$ cat src/pkg/etc_params.svh
// constants, register map and rule notes for exposure trigger control
// Notes on behaviour
// trigger edges accepted only when enable is 1
// polarity 0 falling edge, 1 rising edge
// style 0 programmable, 1 level controlled
// source field picks one of four inputs
// source defaults to input port 0
// edges start exposure only while armed
// single arm plus edge captures one image
// single arm self clears after transmission
// repeat arm starts exposure every edge
// writing repeat arm 0 stops captures
// source waits for ready high before edge
// programmable exposure lasts shutter time then readout
// exposure active high during exposure
// exposure active defaults to output port 0
// exposure active output port is remappable
// new exposure may overlap previous readout
// exposure active may lag real exposure
// level mode lasts to opposite edge, shutter minimum
// ready falls at start, rises when safe
// edges while ready low are ignored
// trigger input synchronised by two flops
// config writes affect only later exposures; code latches only style and polarity, shutter time and port map act at once
`ifndef ETC_PARAMS_SVH
`define ETC_PARAMS_SVH
`define ETC_OFS_CTRL 4'h0
`define ETC_OFS_ARM 4'h4
`define ETC_OFS_SHUT 4'h8
`define ETC_OFS_STAT 4'hc
`define ETC_B_EN 0
`define ETC_B_POL 1
`define ETC_B_STYLE 2
`define ETC_B_SRC 4
`define ETC_B_OMAP 8
`define ETC_B_SINGLE 0
`define ETC_B_REPEAT 1
`define ETC_CTRL_RST 32'h0000_0000
`define ETC_SHUT_RST 32'h0000_0064
`define ETC_CLK_MHZ 25
`define ETC_LAG_NS 200
`define ETC_LAG_CYC ((`ETC_LAG_NS * `ETC_CLK_MHZ + 999) / 1000)
`define ETC_READOUT_CYC 2000
`define ETC_XMIT_CYC 3000
`endif

$ cat src/pkg/etc_pkg.sv
// types for exposure trigger control
package etc_pkg;
  typedef enum logic [1:0] {
    ETC_IDLE = 2'b00,
    ETC_PROG = 2'b01,
    ETC_LEVEL = 2'b10
  } etc_exp_t;
endpackage

$ cat src/rtl/etc_top.sv
// exposure start control with axi4-lite registers
`timescale 1ns/1ps
`default_nettype none
`include "etc_params.svh"
module etc_top
  import etc_pkg::*;
#(
  parameter int READOUT_CYC = `ETC_READOUT_CYC,
  parameter int XMIT_CYC = `ETC_XMIT_CYC
)
(
  input wire logic aclk,
  input wire logic aresetn,
  input wire logic [3:0] awaddr,
  input wire logic awvalid,
  output logic awready,
  input wire logic [31:0] wdata,
  input wire logic [3:0] wstrb,
  input wire logic wvalid,
  output logic wready,
  output logic [1:0] bresp,
  output logic bvalid,
  input wire logic bready,
  input wire logic [3:0] araddr,
  input wire logic arvalid,
  output logic arready,
  output logic [31:0] rdata,
  output logic [1:0] rresp,
  output logic rvalid,
  input wire logic rready,
  input wire logic [3:0] ext_exposure_start_in,
  output logic safe_to_start_out,
  output logic [3:0] out_port
);
  localparam int LAG = `ETC_LAG_CYC < 1 ? 1 : `ETC_LAG_CYC;

  logic [31:0] ctrl_r;
  logic single_r, repeat_r, used_r;
  logic [31:0] shut_r;
  logic aw_r, w_r;
  logic [3:0] aw_addr_r;
  logic [31:0] w_data_r;
  logic [3:0] w_strb_r;
  logic [3:0] sync1_r, sync2_r;
  logic trig_prev_r;
  etc_exp_t st_r;
  logic pol_lat_r;
  logic [31:0] exp_cnt_r;
  logic [31:0] ro_cnt_r, tx_cnt_r;
  logic ro_busy_r, tx_busy_r, tx_single_r;
  logic exp_active_r;
  logic [7:0] lag_r;
  logic exp_out_r;
  logic ready_r;
  logic [3:0] port_r;

  // synchroniser: second stage is the only reader of the first
  always_ff @(posedge aclk)
  begin
    if (!aresetn)
    begin
      sync1_r <= 4'h0;
      sync2_r <= 4'h0;
    end
    else
    begin
      sync1_r <= ext_exposure_start_in;
      sync2_r <= sync1_r;
    end
  end

  wire [1:0] src_sel = ctrl_r[`ETC_B_SRC +: 2];
  wire trig_lvl = sync2_r[src_sel];
  wire pol = ctrl_r[`ETC_B_POL];
  wire rise = trig_lvl & ~trig_prev_r;
  wire fall = ~trig_lvl & trig_prev_r;
  wire act_edge = pol ? rise : fall;
  // a spent single arm stays set until its image is sent, so gate it by the used flag
  wire armed = (single_r & ~used_r) | repeat_r;
  wire start = ctrl_r[`ETC_B_EN] & armed & ready_r & act_edge & (st_r == ETC_IDLE);
  wire shut_done = exp_cnt_r >= shut_r;
  // level mode ends at opposite edge but never before shutter minimum
  wire opp_low = pol_lat_r ? ~trig_lvl : trig_lvl;
  wire exp_end = (st_r == ETC_PROG && shut_done) ||
                 (st_r == ETC_LEVEL && shut_done && opp_low);
  wire ro_done = ro_busy_r && ro_cnt_r == 32'(READOUT_CYC - 1);
  wire tx_done = tx_busy_r && tx_cnt_r == 32'(XMIT_CYC - 1);
  // overlap: next exposure may start once its shutter time outlasts the readout left
  wire ro_clear = !ro_busy_r || ({1'b0, ro_cnt_r} + {1'b0, shut_r} >= 33'(READOUT_CYC));

  always_ff @(posedge aclk)
  begin
    if (!aresetn)
      trig_prev_r <= 1'b0;
    else
      trig_prev_r <= trig_lvl;
  end

  // exposure engine; style and polarity latched at start only
  always_ff @(posedge aclk)
  begin
    if (!aresetn)
    begin
      st_r <= ETC_IDLE;
      pol_lat_r <= 1'b1;
      exp_cnt_r <= 32'h0;
    end
    else
    begin
      case (st_r)
        ETC_IDLE:
        begin
          exp_cnt_r <= 32'h1;
          if (start)
          begin
            st_r <= ctrl_r[`ETC_B_STYLE] ? ETC_LEVEL : ETC_PROG;
            pol_lat_r <= pol;
          end
        end
        ETC_PROG, ETC_LEVEL:
        begin
          if (!shut_done)
            exp_cnt_r <= exp_cnt_r + 32'h1;
          if (exp_end)
            st_r <= ETC_IDLE;
        end
        default: st_r <= ETC_IDLE;
      endcase
    end
  end

  always_ff @(posedge aclk)
  begin
    if (!aresetn)
      exp_active_r <= 1'b0;
    else if (start)
      exp_active_r <= 1'b1;
    else if (exp_end)
      exp_active_r <= 1'b0;
  end

  // readout and transmission run beside the next exposure
  always_ff @(posedge aclk)
  begin
    if (!aresetn)
    begin
      ro_busy_r <= 1'b0;
      ro_cnt_r <= 32'h0;
    end
    else if (exp_end)
    begin
      ro_busy_r <= 1'b1;
      ro_cnt_r <= 32'h0;
    end
    else if (ro_done)
      ro_busy_r <= 1'b0;
    else if (ro_busy_r)
      ro_cnt_r <= ro_cnt_r + 32'h1;
  end

  always_ff @(posedge aclk)
  begin
    if (!aresetn)
    begin
      tx_busy_r <= 1'b0;
      tx_cnt_r <= 32'h0;
      tx_single_r <= 1'b0;
    end
    else if (ro_done)
    begin
      tx_busy_r <= 1'b1;
      tx_cnt_r <= 32'h0;
      tx_single_r <= single_r;
    end
    else if (tx_done)
      tx_busy_r <= 1'b0;
    else if (tx_busy_r)
      tx_cnt_r <= tx_cnt_r + 32'h1;
  end

  // ready low from start until exposure over and readout no longer blocks
  always_ff @(posedge aclk)
  begin
    if (!aresetn)
      ready_r <= 1'b0;
    else if (start)
      ready_r <= 1'b0;
    else
      ready_r <= (st_r == ETC_IDLE) && !exp_end && ro_clear;
  end

  // exposure-active delayed by a fixed lag
  always_ff @(posedge aclk)
  begin
    if (!aresetn)
    begin
      lag_r <= 8'h0;
      exp_out_r <= 1'b0;
    end
    else
    begin
      lag_r <= {lag_r[6:0], exp_active_r};
      exp_out_r <= lag_r[LAG - 1];
    end
  end

  wire [1:0] omap = ctrl_r[`ETC_B_OMAP +: 2];
  always_ff @(posedge aclk)
  begin
    if (!aresetn)
      port_r <= 4'h0;
    else
      port_r <= 4'(exp_out_r) << omap;
  end

  // axi4-lite write path
  wire do_wr = aw_r & w_r & ~bvalid;
  function automatic logic [31:0] merge(input logic [31:0] o, input logic [31:0] n,
                                        input logic [3:0] s);
    logic [31:0] r;
    r = o;
    for (int i = 0; i < 4; i++)
      if (s[i])
        r[i*8 +: 8] = n[i*8 +: 8];
    return r;
  endfunction

  always_ff @(posedge aclk)
  begin
    if (!aresetn)
    begin
      aw_r <= 1'b0;
      w_r <= 1'b0;
      aw_addr_r <= 4'h0;
      w_data_r <= 32'h0;
      w_strb_r <= 4'h0;
      bvalid <= 1'b0;
      bresp <= 2'b00;
    end
    else
    begin
      if (awvalid && awready)
      begin
        aw_r <= 1'b1;
        aw_addr_r <= awaddr;
      end
      if (wvalid && wready)
      begin
        w_r <= 1'b1;
        w_data_r <= wdata;
        w_strb_r <= wstrb;
      end
      if (do_wr)
      begin
        aw_r <= 1'b0;
        w_r <= 1'b0;
        bvalid <= 1'b1;
        bresp <= (aw_addr_r == `ETC_OFS_STAT) ? 2'b10 : 2'b00;
      end
      else if (bvalid && bready)
        bvalid <= 1'b0;
    end
  end
  assign awready = ~aw_r & ~bvalid;
  assign wready = ~w_r & ~bvalid;

  wire wr_ctrl = do_wr && aw_addr_r == `ETC_OFS_CTRL;
  wire wr_arm = do_wr && aw_addr_r == `ETC_OFS_ARM && w_strb_r[0];
  wire wr_shut = do_wr && aw_addr_r == `ETC_OFS_SHUT;
  wire [31:0] ctrl_new = merge(ctrl_r, w_data_r, w_strb_r) & 32'h0000_0337;

  always_ff @(posedge aclk)
  begin
    if (!aresetn)
    begin
      ctrl_r <= `ETC_CTRL_RST;
      shut_r <= `ETC_SHUT_RST;
    end
    else
    begin
      if (wr_ctrl)
        ctrl_r <= ctrl_new;
      if (wr_shut)
        shut_r <= merge(shut_r, w_data_r, w_strb_r);
    end
  end

  // single arm: write wins over the self clear
  always_ff @(posedge aclk)
  begin
    if (!aresetn)
    begin
      single_r <= 1'b0;
      repeat_r <= 1'b0;
    end
    else
    begin
      if (wr_arm)
        single_r <= w_data_r[`ETC_B_SINGLE];
      else if (tx_done && tx_single_r)
        single_r <= 1'b0;
      if (wr_arm)
        repeat_r <= w_data_r[`ETC_B_REPEAT];
    end
  end

  // one-shot: after its start the single arm must not retrigger
  always_ff @(posedge aclk)
  begin
    if (!aresetn)
      used_r <= 1'b0;
    else if (wr_arm)
      used_r <= 1'b0;
    else if (start && !repeat_r)
      used_r <= 1'b1;
  end

  // axi4-lite read path
  wire [31:0] stat_w = {26'h0, tx_busy_r, ro_busy_r, exp_active_r, ready_r, used_r, trig_lvl};
  wire [31:0] rd_mux = araddr == `ETC_OFS_CTRL ? ctrl_r :
                       araddr == `ETC_OFS_ARM ? {30'h0, repeat_r, single_r} :
                       araddr == `ETC_OFS_SHUT ? shut_r :
                       araddr == `ETC_OFS_STAT ? stat_w : 32'h0;
  wire rd_ok = araddr == `ETC_OFS_CTRL || araddr == `ETC_OFS_ARM ||
               araddr == `ETC_OFS_SHUT || araddr == `ETC_OFS_STAT;
  always_ff @(posedge aclk)
  begin
    if (!aresetn)
    begin
      rvalid <= 1'b0;
      rdata <= 32'h0;
      rresp <= 2'b00;
    end
    else if (arvalid && arready)
    begin
      rvalid <= 1'b1;
      rdata <= rd_mux;
      rresp <= rd_ok ? 2'b00 : 2'b10;
    end
    else if (rvalid && rready)
      rvalid <= 1'b0;
  end
  assign arready = ~rvalid;

  always_ff @(posedge aclk)
  begin
    if (!aresetn)
      safe_to_start_out <= 1'b0;
    else
      safe_to_start_out <= ready_r & ctrl_r[`ETC_B_EN];
  end
  assign out_port = port_r;
endmodule
`default_nettype wire

$ cat config.mk
export PLATFORM = sky130hd
export DESIGN_NAME = etc_top
export DESIGN_NICKNAME = d
export VERILOG_FILES = /design/src/pkg/etc_pkg.sv /design/src/rtl/etc_top.sv
export VERILOG_INCLUDE_DIRS = /design/src /design/src/pkg
export SDC_FILE = /design/constraint.sdc
export NUM_CORES = 1
export LEC_CHECK = 0
export BUFFER_PORTS_ARGS = -buffer_cell sky130_fd_sc_hd__buf_4
export CAP_MARGIN = 25
export CELL_PAD_IN_SITES_DETAIL_PLACEMENT = 0
export CELL_PAD_IN_SITES_GLOBAL_PLACEMENT = 1
export CORE_ASPECT_RATIO = 0.75
export CORE_MARGIN = 1.5
export CORE_UTILIZATION = 45
export DETAILED_ROUTE_END_ITERATION = 10
export PLACE_DENSITY = 0.91
export SYNTH_ARGS = -nofsm -noshare
export SYNTH_HDL_FRONTEND = slang
export SYNTH_SLANG_ARGS = --single-unit
$ cat constraint.sdc
create_clock -name aclk -period 4.2 [get_ports aclk]
set_input_delay 0 -clock aclk [delete_from_list [all_inputs] [get_ports aclk]]
set_output_delay 0 -clock aclk [all_outputs]
set_load 0.01 [all_outputs]
==> run_results.csv <==
group,metric,value,unit
run_status,status,"complete, no violations",
synthesis,synth.most_common_cell,"sky130_fd_sc_hd__dfxtp_1",
setup_path,critical_path.cell_chain,"ha_1 -> a211oi_2 -> o21bai_1 -> a221oi_2 -> o211ai_1 -> a311oi_1 -> xor2_1 -> o2111ai_1 -> nor4_1 -> nor2_1",
detailed_routing,routed-via-count,12000,
min_path,min_path_type,"primary input to flip-flop",
finish,fin_nets,1829,
synthesis,synth_edf_count,0,
global_routing,global_route.overflow_total,0,
power_and_ir_drop,power_frac_clock,48.8,%
min_path,holdCritStartpoint,"araddr[1]",
timing,slew_viol_final,0,
place,gpl.final_weighted_congestion,0.8943,
die,floorplan_die_area,29410,sq um
finish,layout_cells_excl_fill,2108,
setup_path,critical_path.reg2reg.startpoint,"shut_r[1]",
synthesis,synth.yosys.seq_area_share,38.25,%
timing,setup-violations-final,0,
synthesis,synth.distinct_cells,79,
die,die_height,148.9,um
timing,fin_hold_ws,0.03527,ns
detailed_routing,drt_pass1_iterations,5,
global_routing,first_global_vias,11050,
clocking,worst_case_clock_buffer_depth,3,
power_and_ir_drop,powerDensity,336.6,nW/um^2
setup_path,cp_slowest_stage_delay,0.55,ns
die,floorplan.die.width,197.5,um
clocking,cts.htree.levels,1,
timing,finalCriticalPeriod,3.554,ns
timing,max_slew.worst_pin.slew,0.9096,ns
flow_run,maxCapViolCount,0,
timing,post-route-period-util,84.62,%
global_routing,grt_antenna_before_repair,0,
die,floorplan.initialDensity,45.63,%
synthesis,synth.area.top_cells,"sky130_fd_sc_hd__dfxtp_1 38%, sky130_fd_sc_hd__ha_1 6.9%, sky130_fd_sc_hd__nand2_1 6.3%",
setup_path,path_max_fanout,6,
clocking,cts_made_buffers,25,
clocking,clock_sinks,244,
clocking,worstSkewPairLatency,0.55,ns
synthesis,post_synth_instance_area,12770,sq um
synthesis,synthesis.area_per_instance,8.057,sq um
clocking,clk_pin_slew_worst_paths,0.07,ns
power_and_ir_drop,p_int,4.017,mW
detailed_routing,drtAntennaViolNets,0,
place,port_buffers,98,
synthesis,yosys_register_bits,244,
clocking,post-cts-setup-buffers,0,
power_and_ir_drop,ir_drop,0.2996,mV
setup_path,crit_reg_reg_endpoint,"ready_r",
clocking,cts_hold_buffers,58,
timing,maxSlewHeadroom,38.80,%
detailed_routing,drt_drc_violations_left,0,
power_and_ir_drop,power_switching_share,22.14,%
global_routing,grt_first_pass_wirelength,59340,um
detailed_routing,routed_via_density,5.693,
timing,hold_viol,0,
min_path,timing.hold.worst_path_depth,5,
clocking,ctsResizeCount,0,
power_and_ir_drop,cellLeakagePower,6.100,nW
finish,post_route_cells_drive_above_1_share,10.74,%
timing,skew,0.02902,ns
setup_path,r2r_setup_slack,0.65,ns
synthesis,syn_inst,1585,
setup_path,signal_arrival_time_at_the_worst_endpoint,3.98,ns
power_and_ir_drop,seq_power_share,46.2,%
synthesis,ys.flop_type,"sky130_fd_sc_hd__dfxtp_1",
synthesis,synth_area_leader_cell,"sky130_fd_sc_hd__dfxtp_1",
global_routing,grt_start_max_net_pins,80,
synthesis,ys_top_cells_by_count,"244 x sky130_fd_sc_hd__dfxtp_1, 213 x sky130_fd_sc_hd__nand2_1, 186 x sky130_fd_sc_hd__nor2_1",
synthesis,synth_top_area_share,38.25,%
setup_path,end_kind,"flip-flop",
setup_path,r2r_cells,10,
setup_path,crit_start,"shut_r[1]",
setup_path,cp-start-kind,"flip-flop",
finish,finalInstanceArea,15330,sq um
setup_path,timing.critical_path.required,4.62,ns
place,post-dp-hpwl,26890,um
power_and_ir_drop,p_switching,1.142,mW
timing,fmaxAchievable,0.2814,GHz
timing,rsz0062_at_grt,"false",
die,floorplan_row_count,53,
clocking,cts_tree,"done",
detailed_routing,drt_first_iter_violations,959,
place,placement.cell_area,13810,sq um
die,core_area,27980,sq um
die,floorplan.io_pins,101,
min_path,hold_path_end,"rdata[8]",
setup_path,crit_path_top_delay_cell,"sky130_fd_sc_hd__a221oi_2",
detailed_routing,finalWirelength,37370,um
global_routing,gr-usage-all-layers,25.27,%
timing,fin_setup_tns,0,ns
setup_path,worstSetupPathType,"flip-flop to flip-flop",
synthesis,ys_async_sr_fraction,0,%
clocking,cts.root.buffer_cell,"sky130_fd_sc_hd__clkbuf_16",
place,placedCellCount,2003,
power_and_ir_drop,comb_power_share,5.0,%
finish,synthToLayoutAreaGrowth,20.05,%
synthesis,yosysWarnings,0,
detailed_routing,avgRoutedWirePerCell,17.73,um
-- sequential cells by signal, summed over array words and instances, names as in the netlist, 2 cells and up --
signal	cells
exp_cnt_r	32
rdata	32
ro_cnt_r	32
shut_r	32
tx_cnt_r	32
w_data_r	32
ctrl_r	7
lag_r	5
aw_addr_r	4
out_port	4
sync1_r	4
sync2_r	4
w_strb_r	4
st_r	2
-- metrics by stage --
| step | setup slack (ns) | total power [mW] | utilization (%) |
|---|---|---|---|
| 2_1_floorplan | 1.481 | 2.543 | - |
| 3_3_place_gp | 0.9255 | 2.628 | 49.14 |
| 3_5_place_dp | 0.8750 | 2.645 | 49.34 |
| 4_1_cts | 0.8589 | 5.181 | 54.77 |
| 5_1_grt | 0.5726 | 5.307 | 54.77 |
| 6_report | 0.6460 | 5.160 | 54.78 |
-- placed cells by master (no fill, tap or decap), types with 16 or more instances in the layout --
cell type,Yosys,layout
sky130_fd_sc_hd__a21o_1,21,21
sky130_fd_sc_hd__a21oi_1,120,120
sky130_fd_sc_hd__a22oi_1,32,32
sky130_fd_sc_hd__and2_1,21,21
sky130_fd_sc_hd__and3_1,28,28
sky130_fd_sc_hd__buf_4,3,109
sky130_fd_sc_hd__clkbuf_16,0,25
sky130_fd_sc_hd__dfxtp_1,244,244
sky130_fd_sc_hd__dlygate4sd3_1,0,58
sky130_fd_sc_hd__ha_1,70,70
sky130_fd_sc_hd__inv_1,53,52
sky130_fd_sc_hd__mux2i_1,27,27
sky130_fd_sc_hd__nand2_1,213,213
sky130_fd_sc_hd__nand3_1,99,99
sky130_fd_sc_hd__nand4_1,31,31
sky130_fd_sc_hd__nor2_1,186,186
sky130_fd_sc_hd__nor3_1,31,29
sky130_fd_sc_hd__nor4_1,18,18
sky130_fd_sc_hd__o21ai_0,43,43
sky130_fd_sc_hd__or4_1,16,16
sky130_fd_sc_hd__xnor2_1,27,27
sky130_fd_sc_hd__xor2_1,48,48
-- worst max-delay path: cells and delay by family (launching register included) --
family	cells	cell delay, ns
compound gates	6	2.02
xor+xnor	1	0.24
flops	1	0.49
fa+ha+maj	1	0.30
simple gates	2	0.37
-- metal layers --
layer / routed length (um) / GRT usage [%] / up-vias
li1: - / - / 5868
met3: 3191 / 4.906 / 52
met5: 0 / 0 / -
met4: 810 / 6.221 / 0
met1: 18330 / 38.88 / 5670
met2: 15040 / 35.60 / 410
-- cells by family after synthesis --
logic type / synth area share, %
DFF: 38.25
adders and majority gates: 7.015
xor gates and xnor gates: 5.144
AOI/OAI and AO/OA: 16.16
other: 0.02937
muxes: 2.645
and+or+nand+nor: 26.55
buffers and inverters: 4.203
-- worst max-delay path by stage --
| stage | endpoint | slack, ns | cells past startpoint |
|---|---|---|---|
| 2_1_floorplan | ready_r | 1.48 | 11 |
| 3_3_place_gp | ready_r | 0.93 | 10 |
| 3_5_place_dp | ready_r | 0.88 | 10 |
| 4_1_cts | ready_r | 0.86 | 10 |
| 5_1_grt | ready_r | 0.57 | 10 |
| 6_report | ready_r | 0.65 | 10 |
-- layout make-up --
class | count | area (sq um)
multi-input combinational | 1210 | 7366
antenna | 1 | 2.502
clock buffer | 31 | 688.2
tap | 385 | 481.7
inverter | 53 | 201.4
timing repair buffer | 169 | 1454
clock inverter | 15 | 251.5
fill | 2562 | 12650
sequential | 244 | 4885
-- power groups by stage --
stage                     combinational [mW]  sequential [mW]  clock [mW]
after global placement                 0.196             2.43           0
after global routing                   0.281             2.39        2.64
after CTS                              0.254             2.38        2.55
final                                  0.258             2.38        2.52
after floorplan                        0.124             2.42           0
after detailed placement               0.211             2.43           0
Power figures use the tool's default switching activity.
